**src/verilog/toc_pkg.sv**
```systemverilog
package toc_pkg;

   // Register placement on the data and I/O address spaces
   localparam logic [7:0] CTRL_DATA_OFS = 8'h44;
   localparam logic [7:0] IO_SPACE_SHIFT = 8'h20;
   localparam logic [7:0] CTRL_IO_OFS = CTRL_DATA_OFS - IO_SPACE_SHIFT;

   // Field layout of the output mode control register
   localparam int CHA_MODE_HI = 7;
   localparam int CHA_MODE_LO = 6;
   localparam int CHB_MODE_HI = 5;
   localparam int CHB_MODE_LO = 4;
   localparam int WAVE_SEL_HI = 1;
   localparam int WAVE_SEL_LO = 0;
   localparam logic [7:0] CTRL_IMPL_MASK = 8'hf3;
   localparam logic [7:0] CTRL_RESET = 8'h00;
   localparam logic [7:0] READ_IDLE = 8'h00;

   // Counter landmarks
   localparam logic [7:0] COUNT_BOTTOM = 8'h00;
   localparam logic [7:0] COUNT_MAX = 8'hff;

   // Output mode codes of one channel
   localparam logic [1:0] MODE_OFF = 2'h0;
   localparam logic [1:0] MODE_TOGGLE = 2'h1;
   localparam logic [1:0] MODE_CLEAR = 2'h2;
   localparam logic [1:0] MODE_SET = 2'h3;

   // Three-bit waveform mode
   typedef enum logic [2:0] {
      WM_NORMAL = 3'h0,
      WM_PC_MAX = 3'h1,
      WM_CTC = 3'h2,
      WM_FAST_MAX = 3'h3,
      WM_RSV4 = 3'h4,
      WM_PC_CMP = 3'h5,
      WM_RSV6 = 3'h6,
      WM_FAST_CMP = 3'h7
   } toc_wave_mode_type;

   // What one channel does to its output this cycle
   typedef enum logic [1:0] {
      ACT_HOLD = 2'h0,
      ACT_TOGGLE = 2'h1,
      ACT_CLEAR = 2'h2,
      ACT_SET = 2'h3
   } toc_action_type;

endpackage

```
**src/verilog/toc_output_control.sv**
```systemverilog
`timescale 1ns/100ps

// Notes on behaviour
// - Synchronous on base clock, tick is enable
// - Async-capable instance still runs on base clock
// - Nonzero A mode gives pin to waveform, but 01 in PWM needs high bit
// - Non-PWM A: off, toggle, clear, set
// - PWM A toggle needs high mode bit
// - Fast PWM A: match and BOTTOM actions
// - Fast PWM A compare at TOP ignored for codes 10 and 11; toggle still acts on it
// - Phase correct A: direction picks action
// - Phase correct A compare at TOP acts at TOP
// - Nonzero B mode gives pin to waveform, except 01 in PWM
// - Non-PWM B: off, toggle, clear, set
// - Fast PWM B actions; code 01 reserved
// - Phase correct B actions; code 01 reserved
// - Fast PWM B compare at TOP ignored; phase correct B acts at TOP
// - Fields: A 7:6, B 5:4, wave 1:0
// - Register at 0x44, I/O space 0x24
// - Reset clears every implemented control bit
// - Three-bit waveform mode decode table
// - Mode high bit comes from elsewhere

module toc_output_control
   import toc_pkg::*;
#(
   parameter bit ASYNC_CAPABLE = 1'b0 // Oscillator mode flag, unused; clock is always base clock
)
(
   input wire logic sys_clk, // Base clock
   input wire logic reset, // Synchronous, active high
   input wire logic [7:0] regAddr, // Register address
   input wire logic regIoSpace, // 1: I/O space address
   input wire logic regWrite, // Write strobe
   input wire logic regRead, // Read strobe
   input wire logic [7:0] regWriteData, // Write data
   output logic [7:0] regReadData, // Read data, one cycle later
   output logic regReadValid, // Read data valid pulse
   input wire logic timerTickEnable, // Timer clock enable
   input wire logic [7:0] timerCountValue, // Counter value
   input wire logic countingDown, // Counter direction
   input wire logic [7:0] chanACompareValue, // Channel A compare
   input wire logic [7:0] chanBCompareValue, // Channel B compare
   input wire logic waveModeHiBit, // Upper waveform mode bit
   input wire logic chanAForceMatch, // Forced match strobe, A
   input wire logic chanBForceMatch, // Forced match strobe, B
   input wire logic chanADirOut, // Pin direction bit, A
   input wire logic chanBDirOut, // Pin direction bit, B
   input wire logic chanAPortData, // Port data for pin A
   input wire logic chanBPortData, // Port data for pin B
   output logic chanAWaveOut, // Waveform bit, A
   output logic chanBWaveOut, // Waveform bit, B
   output logic chanAPinOut, // Pin value, A
   output logic chanAPinOe, // Pin enable, A
   output logic chanBPinOut, // Pin value, B
   output logic chanBPinOe, // Pin enable, B
   output logic [2:0] waveModeSelect // Combined waveform mode
);

   typedef struct packed {
      logic [7:0] ctrl;
      logic [7:0] readData;
      logic readValid;
   } toc_ctrl_state_type;

   toc_ctrl_state_type state;
   toc_ctrl_state_type next_state;

   logic [1:0] chanAOutputMode;
   logic [1:0] chanBOutputMode;
   logic chanAOutputModeHi;
   logic chanBOutputModeHi;
   toc_wave_mode_type waveMode;
   logic [7:0] topValue;
   logic regHit;
   logic wrapTop;
   logic chanAMatch;
   logic chanBMatch;
   logic chanACmpIsTop;
   logic chanBCmpIsTop;
   logic chanAConnected;
   logic chanBConnected;
   toc_action_type chanAAction;
   toc_action_type chanBAction;

   // True for either PWM family
   function automatic logic is_pwm(
      input toc_wave_mode_type mode
   );
      logic pwm;
      pwm = 1'b0;
      case (mode)
         WM_PC_MAX, WM_PC_CMP, WM_FAST_MAX, WM_FAST_CMP: pwm = 1'b1;
         default: pwm = 1'b0;
      endcase
      return pwm;
   endfunction

   // Does the waveform own the pin for this code and mode
   function automatic logic chan_connected(
      input logic [1:0] code,
      input logic isA,
      input toc_wave_mode_type mode,
      input logic hiBit
   );
      logic conn;
      conn = (code != MODE_OFF);
      // Toggle code in PWM only exists on A with high bit
      if (is_pwm(mode) && code == MODE_TOGGLE && !(isA && hiBit)) begin
         conn = 1'b0; // Reserved on B, treated as detached
      end
      return conn;
   endfunction

   // Output action of one channel for this cycle
   function automatic toc_action_type chan_action(
      input logic [1:0] code,
      input logic isA,
      input toc_wave_mode_type mode,
      input logic hiBit,
      input logic match,
      input logic forced,
      input logic wrapTop,
      input logic down,
      input logic cmpIsTop
   );
      logic special;
      logic upSense;
      toc_action_type act;
      act = ACT_HOLD;
      special = code[1] && cmpIsTop;
      upSense = (code == MODE_CLEAR) ^ down;
      case (mode)
         WM_FAST_MAX, WM_FAST_CMP: begin
            if (code == MODE_TOGGLE) begin
               if (isA && hiBit && match) begin
                  act = ACT_TOGGLE;
               end
            end else if (code[1]) begin
               // Wrap to BOTTOM wins; compare at TOP is dropped
               if (wrapTop) begin
                  // Non-inverting sets, inverting clears
                  act = (code == MODE_CLEAR) ? ACT_SET : ACT_CLEAR;
               end else if (match && !special) begin
                  act = (code == MODE_CLEAR) ? ACT_CLEAR : ACT_SET;
               end
            end
         end
         WM_PC_MAX, WM_PC_CMP: begin
            if (code == MODE_TOGGLE) begin
               if (isA && hiBit && match) begin
                  act = ACT_TOGGLE;
               end
            end else if (code[1]) begin
               if (special) begin
                  // Compare at TOP: act once at TOP
                  if (wrapTop) begin
                     act = (code == MODE_CLEAR) ? ACT_SET : ACT_CLEAR;
                  end
               end else if (match) begin
                  // Up clears for code 10, down sets
                  act = upSense ? ACT_CLEAR : ACT_SET;
               end
            end
         end
         default: begin
            // Normal, CTC and reserved codes; force is honoured here only
            if (match || forced) begin
               case (code)
                  MODE_TOGGLE: act = ACT_TOGGLE;
                  MODE_CLEAR: act = ACT_CLEAR;
                  MODE_SET: act = ACT_SET;
                  default: act = ACT_HOLD;
               endcase
            end
         end
      endcase
      return act;
   endfunction

   // Field extraction from the control register
   assign chanAOutputMode = state.ctrl[CHA_MODE_HI:CHA_MODE_LO];
   assign chanBOutputMode = state.ctrl[CHB_MODE_HI:CHB_MODE_LO];
   assign chanAOutputModeHi = state.ctrl[CHA_MODE_HI];
   assign chanBOutputModeHi = state.ctrl[CHB_MODE_HI];

   // High bit lives in the other control register
   assign waveMode = toc_wave_mode_type'(
      {waveModeHiBit, state.ctrl[WAVE_SEL_HI:WAVE_SEL_LO]});
   assign waveModeSelect = waveMode;

   // TOP per mode; CTC uses compare A, reserved and Normal fall back to MAX
   always_comb begin
      case (waveMode)
         WM_PC_CMP, WM_FAST_CMP: topValue = chanACompareValue;
         WM_CTC: topValue = chanACompareValue;
         default: topValue = COUNT_MAX;
      endcase
   end

   // Events count only on timer ticks
   assign wrapTop = timerTickEnable && (timerCountValue == topValue);
   assign chanAMatch = timerTickEnable
      && (timerCountValue == chanACompareValue);
   assign chanBMatch = timerTickEnable
      && (timerCountValue == chanBCompareValue);

   // Special case needs the upper mode bit as well
   assign chanACmpIsTop = chanAOutputModeHi
      && (chanACompareValue == topValue);
   assign chanBCmpIsTop = chanBOutputModeHi
      && (chanBCompareValue == topValue);

   // Pin ownership per channel
   assign chanAConnected = chan_connected(chanAOutputMode, 1'b1,
      waveMode, waveModeHiBit);
   assign chanBConnected = chan_connected(chanBOutputMode, 1'b0,
      waveMode, waveModeHiBit);

   // Per-channel actions, same decode for both
   assign chanAAction = chan_action(chanAOutputMode, 1'b1, waveMode,
      waveModeHiBit, chanAMatch, chanAForceMatch, wrapTop,
      countingDown, chanACmpIsTop);
   assign chanBAction = chan_action(chanBOutputMode, 1'b0, waveMode,
      waveModeHiBit, chanBMatch, chanBForceMatch, wrapTop,
      countingDown, chanBCmpIsTop);

   // Address decode: data space or shifted I/O space
   assign regHit = regIoSpace ? (regAddr == CTRL_IO_OFS)
      : (regAddr == CTRL_DATA_OFS);

   // Register writes and registered read data
   always_comb begin
      next_state = state;
      next_state.readValid = regRead && regHit;
      // Unselected reads return zero so a shared bus can OR them
      next_state.readData = READ_IDLE;
      if (regRead && regHit) begin
         next_state.readData = state.ctrl;
      end
      // Bits 3:2 are not stored and read as zero
      if (regWrite && regHit) begin
         next_state.ctrl = regWriteData & CTRL_IMPL_MASK;
      end
   end

   // Whole base-clock domain, async-capable instances included
   always_ff @(posedge sys_clk) begin
      if (reset) begin
         state.ctrl <= CTRL_RESET;
         state.readData <= READ_IDLE;
         state.readValid <= 1'b0;
      end else begin
         state <= next_state;
      end
   end

   assign regReadData = state.readData;
   assign regReadValid = state.readValid;

   // Channel A output stage
   toc_wave_channel chanAUnit (
      .sys_clk(sys_clk),
      .reset(reset),
      .action(chanAAction),
      .connected(chanAConnected),
      .dirOut(chanADirOut),
      .portData(chanAPortData),
      .waveOut(chanAWaveOut),
      .pinOut(chanAPinOut),
      .pinOe(chanAPinOe)
   );

   // Channel B output stage
   toc_wave_channel chanBUnit (
      .sys_clk(sys_clk),
      .reset(reset),
      .action(chanBAction),
      .connected(chanBConnected),
      .dirOut(chanBDirOut),
      .portData(chanBPortData),
      .waveOut(chanBWaveOut),
      .pinOut(chanBPinOut),
      .pinOe(chanBPinOe)
   );

endmodule

```
**src/verilog/toc_wave_channel.sv**
```systemverilog
`timescale 1ns/100ps

module toc_wave_channel
   import toc_pkg::*;
(
   input wire logic sys_clk, // Base clock
   input wire logic reset, // Synchronous, active high
   input wire toc_action_type action, // Output action this cycle
   input wire logic connected, // Waveform owns the pin
   input wire logic dirOut, // Port direction bit, 1 = output
   input wire logic portData, // Ordinary port data
   output logic waveOut, // Internal waveform bit
   output logic pinOut, // Pin output value
   output logic pinOe // Pin output enable
);

   typedef struct packed {
      logic wave;
      logic pinOut;
      logic pinOe;
   } toc_chan_state_type;

   toc_chan_state_type state;
   toc_chan_state_type next_state;

   // Apply the action, then steer the pin
   always_comb begin
      next_state = state;
      // A detached channel freezes so it resumes cleanly
      if (connected) begin
         case (action)
            ACT_TOGGLE: next_state.wave = ~state.wave;
            ACT_CLEAR: next_state.wave = 1'b0;
            ACT_SET: next_state.wave = 1'b1;
            default: next_state.wave = state.wave;
         endcase
      end
      // Waveform replaces port data, driver still needs dir
      next_state.pinOut = connected ? next_state.wave : portData;
      next_state.pinOe = dirOut;
   end

   // Single state register
   always_ff @(posedge sys_clk) begin
      if (reset) begin
         state <= '0;
      end else begin
         state <= next_state;
      end
   end

   assign waveOut = state.wave;
   assign pinOut = state.pinOut;
   assign pinOe = state.pinOe;

endmodule
```
**config.mk**
```make
export PLATFORM = sky130hd
export DESIGN_NAME = toc_output_control
export DESIGN_NICKNAME = d
export VERILOG_FILES = /design/src/verilog/toc_pkg.sv /design/src/verilog/toc_output_control.sv /design/src/verilog/toc_wave_channel.sv
export SDC_FILE = /design/constraint.sdc
export NUM_CORES = 1
export LEC_CHECK = 0
export ABC_CLOCK_PERIOD_IN_PS = 2500
export BUFFER_PORTS_ARGS = -buffer_cell sky130_fd_sc_hd__buf_2
export CAP_MARGIN = 30
export CORE_MARGIN = 5
export CORE_UTILIZATION = 47
export DETAILED_ROUTE_END_ITERATION = 10
export PLACE_DENSITY = 0.84
export SETUP_SLACK_MARGIN = 0.15
export SYNTH_ARGS = -nofsm -noshare
export SYNTH_HDL_FRONTEND = slang
export SYNTH_SLANG_ARGS = --single-unit
```
**constraint.sdc**
```tcl
create_clock -name sys_clk -period 2.5 [get_ports sys_clk]
set_input_delay 0.25 -clock sys_clk [delete_from_list [all_inputs] [get_ports sys_clk]]
set_output_delay 0.25 -clock sys_clk [all_outputs]
set_load 0.005 [all_outputs]
```
==> results of run 1 <==
critical path, stage by stage (launching register included):
cell,delay (ns)
dfxtp_2,0.38
or3b_4,0.45
a2111oi_2,0.33
a311o_1,0.17
and4_1,0.24
o21a_1,0.19
a21oi_1,0.11
o41ai_2,0.30
final timing paths:
kind	cells past startpoint	from	to	slack, ns
worst max-delay path	7	waveModeSelect[0]$_SDFFE_PP0P_	chanBUnit.pinOut$_SDFF_PP0_	0.25
worst min-delay path	2	chanBDirOut	chanBUnit.pinOe$_SDFF_PP0_	0.16
worst max register to register	7	waveModeSelect[0]$_SDFFE_PP0P_	chanBUnit.pinOut$_SDFF_PP0_	0.25
worst min register to register	1	chanBOutputMode[1]$_SDFFE_PP0P_	regReadData[5]$_SDFF_PP0_	0.56
area by class of cell:
type	count	area [sq um]
Fill cell	299	1122
Sequential cell	19	385.4
Clock inverter	1	5.005
Multi-Input combinational cell	159	1117
Tap cell	44	55.05
Clock buffer	3	22.52
Inverter	6	22.52
Timing Repair Buffer	72	372.9
state kept, by name, summed over array words and instances, names as in the netlist:
| name | cells |
|---|---|
| regReadValid | 1 |
| chanBUnit.pinOut | 1 |
| waveModeSelect | 2 |
| chanAUnit.pinOut | 1 |
| regReadData | 6 |
| chanBUnit.pinOe | 1 |
| chanAUnit.waveOut | 1 |
| chanBUnit.waveOut | 1 |
| chanAUnit.pinOe | 1 |
| chanAOutputMode | 2 |
| chanBOutputMode | 2 |
power by group:
part	switching (mW)	internal, mW	total, mW
registers	0.000859	0.305	0.306
clock network	0.0944	0.0597	0.154
logic	0.0846	0.0749	0.160
layout by cell type (no fill, tap or decap), types with 2 or more instances in the layout:
cell type / Yosys / routed
nand2b_1: 3 / 3
nor3_1: 7 / 7
a311o_1: 3 / 3
a211o_1: 2 / 2
buf_2: 1 / 67
nand4_1: 9 / 9
or2_2: 2 / 2
nor3b_1: 2 / 2
o31ai_1: 3 / 3
xnor2_1: 19 / 19
o21ai_0: 3 / 3
and2_1: 6 / 6
conb_1: 1 / 2
a2111oi_2: 0 / 4
mux2i_1: 7 / 7
nand3_1: 7 / 7
nor2b_1: 8 / 8
buf_4: 3 / 5
inv_1: 6 / 6
dfxtp_1: 19 / 17
nand2_1: 13 / 12
xor2_1: 4 / 4
clkbuf_4: 0 / 3
a21oi_1: 11 / 10
nor2_1: 12 / 12
o211ai_1: 6 / 6
nor4_1: 4 / 4
metal layers:
metal	up-vias	share of wire [%]	global-route usage, %
li1	850	-	-
met3	6	8.2	3.541
met1	820	41	23.99
met2	72	50	34.48
met5	-	0	0
met4	0	1.1	6.329
cell families (layout without fill, tap and decap cells):
group                  count (synthesis)  in the layout  share of synthesized area [%]
flip-flops                            19             19                          24.82
other                                  1              2                         0.2447
multiplexers                           7              7                          4.572
buffers and inverters                 16             82                          5.713
XOR/XNOR                              23             23                          13.14
AND/OR/NAND/NOR                       82             83                          29.96
AO/OA/AOI/OAI                         44             44                          21.55
what timing repair did:
| action | in CTS | in global routing |
|---|---|---|
| pin swaps | 0 | 3 |
| hold buffers | 0 | 0 |
| buffers inserted | 0 | 0 |
| cloned | 0 | 1 |
| setup endpoints to repair | 2 | 2 |
| gates resized for setup | 4 | 11 |
==> impl_metrics.csv, run 1 <==
group,metric,value,unit
pwr,peakVddDrop,0.2539,mV
min_path,hp-class,"in -> reg",
logic_synthesis,synth_cells,192,
pwr,leakage,0.8475,nW
route,final_antenna_net_count,0,
critical_path,cp_max_fo,9,
critical_path,crit_arrival,2.46,ns
global_routing,grt_overflow_total,0,
place,portBuffers,67,
clock_tree,tritoncts,"built",
clock_tree,cts_buffers,3,
sta,grt_setup_unrepaired,"no",
final_layout,fin_nets,315,
sta,setup_ws,0.2509,ns
logic_synthesis,synth-edff-count,0,
floorplanning,die_h,67.11,um
floorplanning,start_util,49.40,%
place,place_ws,0.009658,ns
final_layout,synthToLayoutAreaGrowth,29.22,%
logic_synthesis,synth_cell_types,48,
logic_synthesis,ys_async_sr_fraction,0,%
logic_synthesis,ys_seq_area_share,24.82,%
clock_tree,cts-root-buf,"clkbuf_4",
global_routing,antenna_found_initial,0,
global_routing,grt_usage,19.65,%
final_layout,diodes,0,
sta,report.final.slew_viol_count,0,
floorplanning,io_pins,72,
route,num_vias,1748,
final_layout,drive_above_1_share,35.77,%
place,dp.cells,299,
clock_tree,insertion_delay,0.30,ns
clock_tree,clkTransAtPathRegs,0.10,ns
logic_synthesis,syn_area,1533,sq um
flow_run,max_cap_viol_count,0,
logic_synthesis,ys_warn_count,0,
route,via_per_inst,5.750,
place,gp_congestion,0.8830,
global_routing,grt_pass1_wl,6927,um
critical_path,cp-start-kind,"register",
floorplanning,die_w,67.11,um
pwr,power_density,312.7,nW/um^2
logic_synthesis,synth_ff_type,"dfxtp_1",
sta,setup_tns,0,ns
sta,hold_viol,0,
sta,finClkSkew,0.0007661,ns
sta,finalSetupViolations,0,
clock_tree,clockBufferDepth,2,
final_layout,fin_cells,304,
sta,whs,0.1586,ns
global_routing,grt_max_degree,14,
clock_tree,htreeDepth,1,
outcome,status,"finished, final reports clean",
pwr,p_total,619.4,uW
critical_path,endpoint_kind,"register",
route,drt_first_pass_iters,4,
route,drc,0,
critical_path,setup.worst_path.class,"reg -> reg",
sta,post-route-period-util,89.97,%
logic_synthesis,ys_top_cells_by_area,"dfxtp_1, xnor2_1, mux2i_1",
sta,worstMarginPinSlew,0.7667,ns
sta,maxSlewHeadroom,48.84,%
floorplanning,die-area,4503,sq um
logic_synthesis,syn_area_per_cell,7.983,sq um
logic_synthesis,netlist.area_leader.share,24.82,%
clock_tree,cts_sinks,19,
final_layout,stdcell_area,1981,sq um
place,place_area,1899,sq um
logic_synthesis,synth-seq-cells,19,
critical_path,required,2.71,ns
route,first_iter_violations,132,
sta,max_freq,444.6,MHz
route,finalWirelength,4433,um
place,dp_hpwl,3498,um
logic_synthesis,synth_area_leader_cell,"dfxtp_1",
final_layout,fin_util,63.83,%
floorplanning,rows,20,
route,wl_per_cell,14.58,um
floorplanning,core_area,3103,sq um
sta,fin_crit,2.249,ns
global_routing,grt_pass1_vias,1681,
logic_synthesis,synth_top_cells_by_count,"dfxtp_1, xnor2_1, nand2_1, nor2_1, a21oi_1",
No activity file was read; power rests on OpenSTA's default activity.
==> run 2, diff against run 1 <==
--- a/config.mk
+++ b/config.mk
@@ -9,10 +9,11 @@
 export BUFFER_PORTS_ARGS = -buffer_cell sky130_fd_sc_hd__buf_2
 export CAP_MARGIN = 30
 export CORE_MARGIN = 5
-export CORE_UTILIZATION = 47
+export CORE_UTILIZATION = 48
 export DETAILED_ROUTE_END_ITERATION = 10
 export PLACE_DENSITY = 0.84
 export SETUP_SLACK_MARGIN = 0.15
 export SYNTH_ARGS = -nofsm -noshare
 export SYNTH_HDL_FRONTEND = slang
+export SYNTH_HIERARCHICAL = 1
 export SYNTH_SLANG_ARGS = --single-unit
==> run 2 against run 1 <==
Compared with the run above:
- the run now ends with negative setup slack left
- sequential power barely moved
- utilization up 1.6 points
- setup slack worse by 0.28 ns
- critical path type unchanged
- largest cell class unchanged
==> impl_metrics.csv, run 2 <==
group,metric,value,unit
floorplanning,io_pins,72,
pwr,intPower,443.3,uW
min_path,hp-class,"in -> reg",
logic_synthesis,ys_async_sr_fraction,0,%
sta,fin_crit,2.525,ns
route,via_per_inst,5.529,
clock_tree,hold_buffers,0,
global_routing,grt_max_degree,16,
route,route.layer.met1.wl,1807,um
outcome,violations,"negative setup slack",
route,drt_first_pass_iters,6,
logic_synthesis,synth_ff_type,"dfxtp_1",
route,finalWirelength,4427,um
logic_synthesis,synth_cells,211,
logic_synthesis,ys_seq_area_share,23.17,%
route,first_iter_violations,135,
clock_tree,cts_buffers,3,
critical_path,cp-start-kind,"register",
sta,max_freq,396.0,MHz
final_layout,final_common_cell,"buf_2",
flow_run,max_cap_viol_count,0,
critical_path,endpoint_kind,"register",
sta,finalSetupViolations,2,
logic_synthesis,synth_top_cells_by_count,"nor2_1, dfxtp_1, nand2_1, xnor2_1, a21oi_1",
logic_synthesis,synth-seq-cells,19,
global_routing,grt_pass1_vias,1548,
sta,maxSlewHeadroom,49.48,%
pwr,leakage,0.9913,nW
critical_path,cp_max_fo,5,
sta,setup_ws,-0.02535,ns
final_layout,layout_common_cells,"buf_2, nor2_1, xnor2_1",
clock_tree,cts-root-buf,"clkbuf_4",
final_layout,drive_above_1_share,38.87,%
route,final_antenna_net_count,0,
floorplanning,start_util,49.19,%
logic_synthesis,ys_top_cells_by_area,"dfxtp_1, xnor2_1, nor2_1",
logic_synthesis,ys_warn_count,6,
global_routing,grt_overflow_total,0,
sta,post-route-period-util,101.0,%
route,top_layer,"met4",
pwr,switching_share,28.80,%
pwr,p_total,622.6,uW
pwr,power_density,285.0,nW/um^2
logic_synthesis,syn_area_per_cell,7.780,sq um
final_layout,synthToLayoutAreaGrowth,33.08,%
floorplanning,die_w,68.48,um
clock_tree,clkTransAtPathRegs,0.11,ns
global_routing,grt_usage,17.92,%
clock_tree,cts_sinks,19,
final_layout,largest_register_ffs,6,
final_layout,fin_nets,338,
route,num_vias,1819,
global_routing,grt_pass1_wl,6651,um
clock_tree,clockBufferDepth,2,
pwr,p_comb_share,27.1,%
outcome,status,"finished, violations left",
place,dp_hpwl,3435,um
floorplanning,die-area,4690,sq um
logic_synthesis,synth_area_leader_cell,"dfxtp_1",
logic_synthesis,synth_cell_types,51,
floorplanning,core_area,3337,sq um
pwr,seq_power_share,49.1,%
clock_tree,tritoncts,"built",
floorplanning,rows,21,
floorplanning,die_h,68.48,um
critical_path,crit_arrival,2.72,ns
clock_tree,htreeDepth,1,
place,portBuffers,67,
logic_synthesis,syn_area,1642,sq um
global_routing,antenna_found_initial,0,
sta,grt_setup_unrepaired,"yes",
sta,finClkSkew,0.005553,ns
critical_path,required,2.70,ns
sta,hold_viol,0,
final_layout,diodes,0,
pwr,peakVddDrop,0.1517,mV
route,wl_per_cell,13.46,um
place,gp_congestion,0.9291,
logic_synthesis,yosys.cell_count.top_type,"nor2_1",
pwr,clockPowerShare,23.8,%
logic_synthesis,netlist.area_leader.share,23.17,%
clock_tree,insertion_delay,0.29,ns
sta,worstMarginPinSlew,0.7571,ns
sta,report.final.slew_viol_count,0,
pwr,power_switching,179.3,uW
sta,setup_tns,-0.03983,ns
critical_path,setup.worst_path.class,"reg -> reg",
final_layout,nFillCells,299,
route,wl_met3,404,um
route,drc,0,
route,met2_length,2162,um
logic_synthesis,synth-edff-count,0,
## run 2: worst max-delay path, cell delays in order (launching register included)
cell and delay (ns):
dfxtp_4 0.35, or3b_4 0.39, and2_4 0.20, o31ai_4 0.18, nand3_2 0.12, a211oi_4 0.36, nand2_2 0.09, a221oi_2 0.30
and4b_1 0.25, a2111oi_2 0.19
## run 2: final cells by class
cell class	count	area [sq um]	area share, %
clock buffer	3	22.52	1.031
clock inverter	1	5.005	0.2291
multi-input combinational	175	1277	58.48
inverter	9	33.78	1.546
tap	46	57.56	2.635
timing repair buffer	76	402.9	18.44
sequential	19	385.4	17.64
## run 2: logic make-up (layout without fill, tap and decap cells)
family	Yosys count	after routing	synth area share, %
AND/OR/NAND/NOR	92	93	30.79
multiplexers	9	9	5.640
XOR/XNOR	20	20	10.67
flip-flops	19	19	23.17
AO/OA/AOI/OAI	51	51	23.40
other	1	2	0.2284
buffers and inverters	19	89	6.097
## run 2: final timing paths
check	from	endpoint	slack, ns	depth (start not counted)
setup / recovery	waveModeSelect[1]$_SDFFE_PP0P_	chanAUnit/pinOut$_SDFF_PP0_	-0.03	9
hold / removal	chanBDirOut	chanBUnit/pinOe$_SDFF_PP0_	0.17	2
setup reg to reg	waveModeSelect[1]$_SDFFE_PP0P_	chanAUnit/pinOut$_SDFF_PP0_	-0.03	9
hold reg to reg	chanAOutputMode[1]$_SDFFE_PP0P_	regReadData[7]$_SDFF_PP0_	0.52	1
## run 2: power by group through the flow
| stage | Sequential [mW] | Combinational, mW | Clock, mW |
|---|---|---|---|
| 4_1_cts | 0.306 | 0.164 | 0.154 |
| 3_3_place_gp | 0.313 | 0.158 | 0 |
| 6_report | 0.306 | 0.169 | 0.148 |
| 5_1_grt | 0.306 | 0.186 | 0.162 |
| 2_1_floorplan | 0.313 | 0.0864 | 0 |
| 3_5_place_dp | 0.313 | 0.160 | 0 |
## run 2: repair_timing
item | 4_1_cts | 5_1_grt
buffers inserted | 1 | 0
endpoints found under the setup margin | 4 | 4
pin swaps | 9 | 9
gates resized for setup | 5 | 14
gates cloned | 1 | 0
## run 2: per-layer routing
layer,GRT usage [%],up-vias
met3,1.970,8
met5,0,-
met4,4.467,0
li1,-,912
met2,32.06,78
met1,22.57,821
## run 2: metrics by stage
stage          hold WS, ns  setup slack [ns]  area, sq um  cells  util [%]
6_report            0.1657          -0.02535         2185    329     65.47
5_1_grt             0.1653           -0.1543         2185    329     65.47
4_1_cts             0.1697           0.01360         2132    329     63.89
3_5_place_dp        0.4752          -0.04343         2062    323     61.79
3_3_place_gp        0.4576          -0.02505         2062    323     61.79
2_1_floorplan       0.3127          -0.05443         1675    212         -
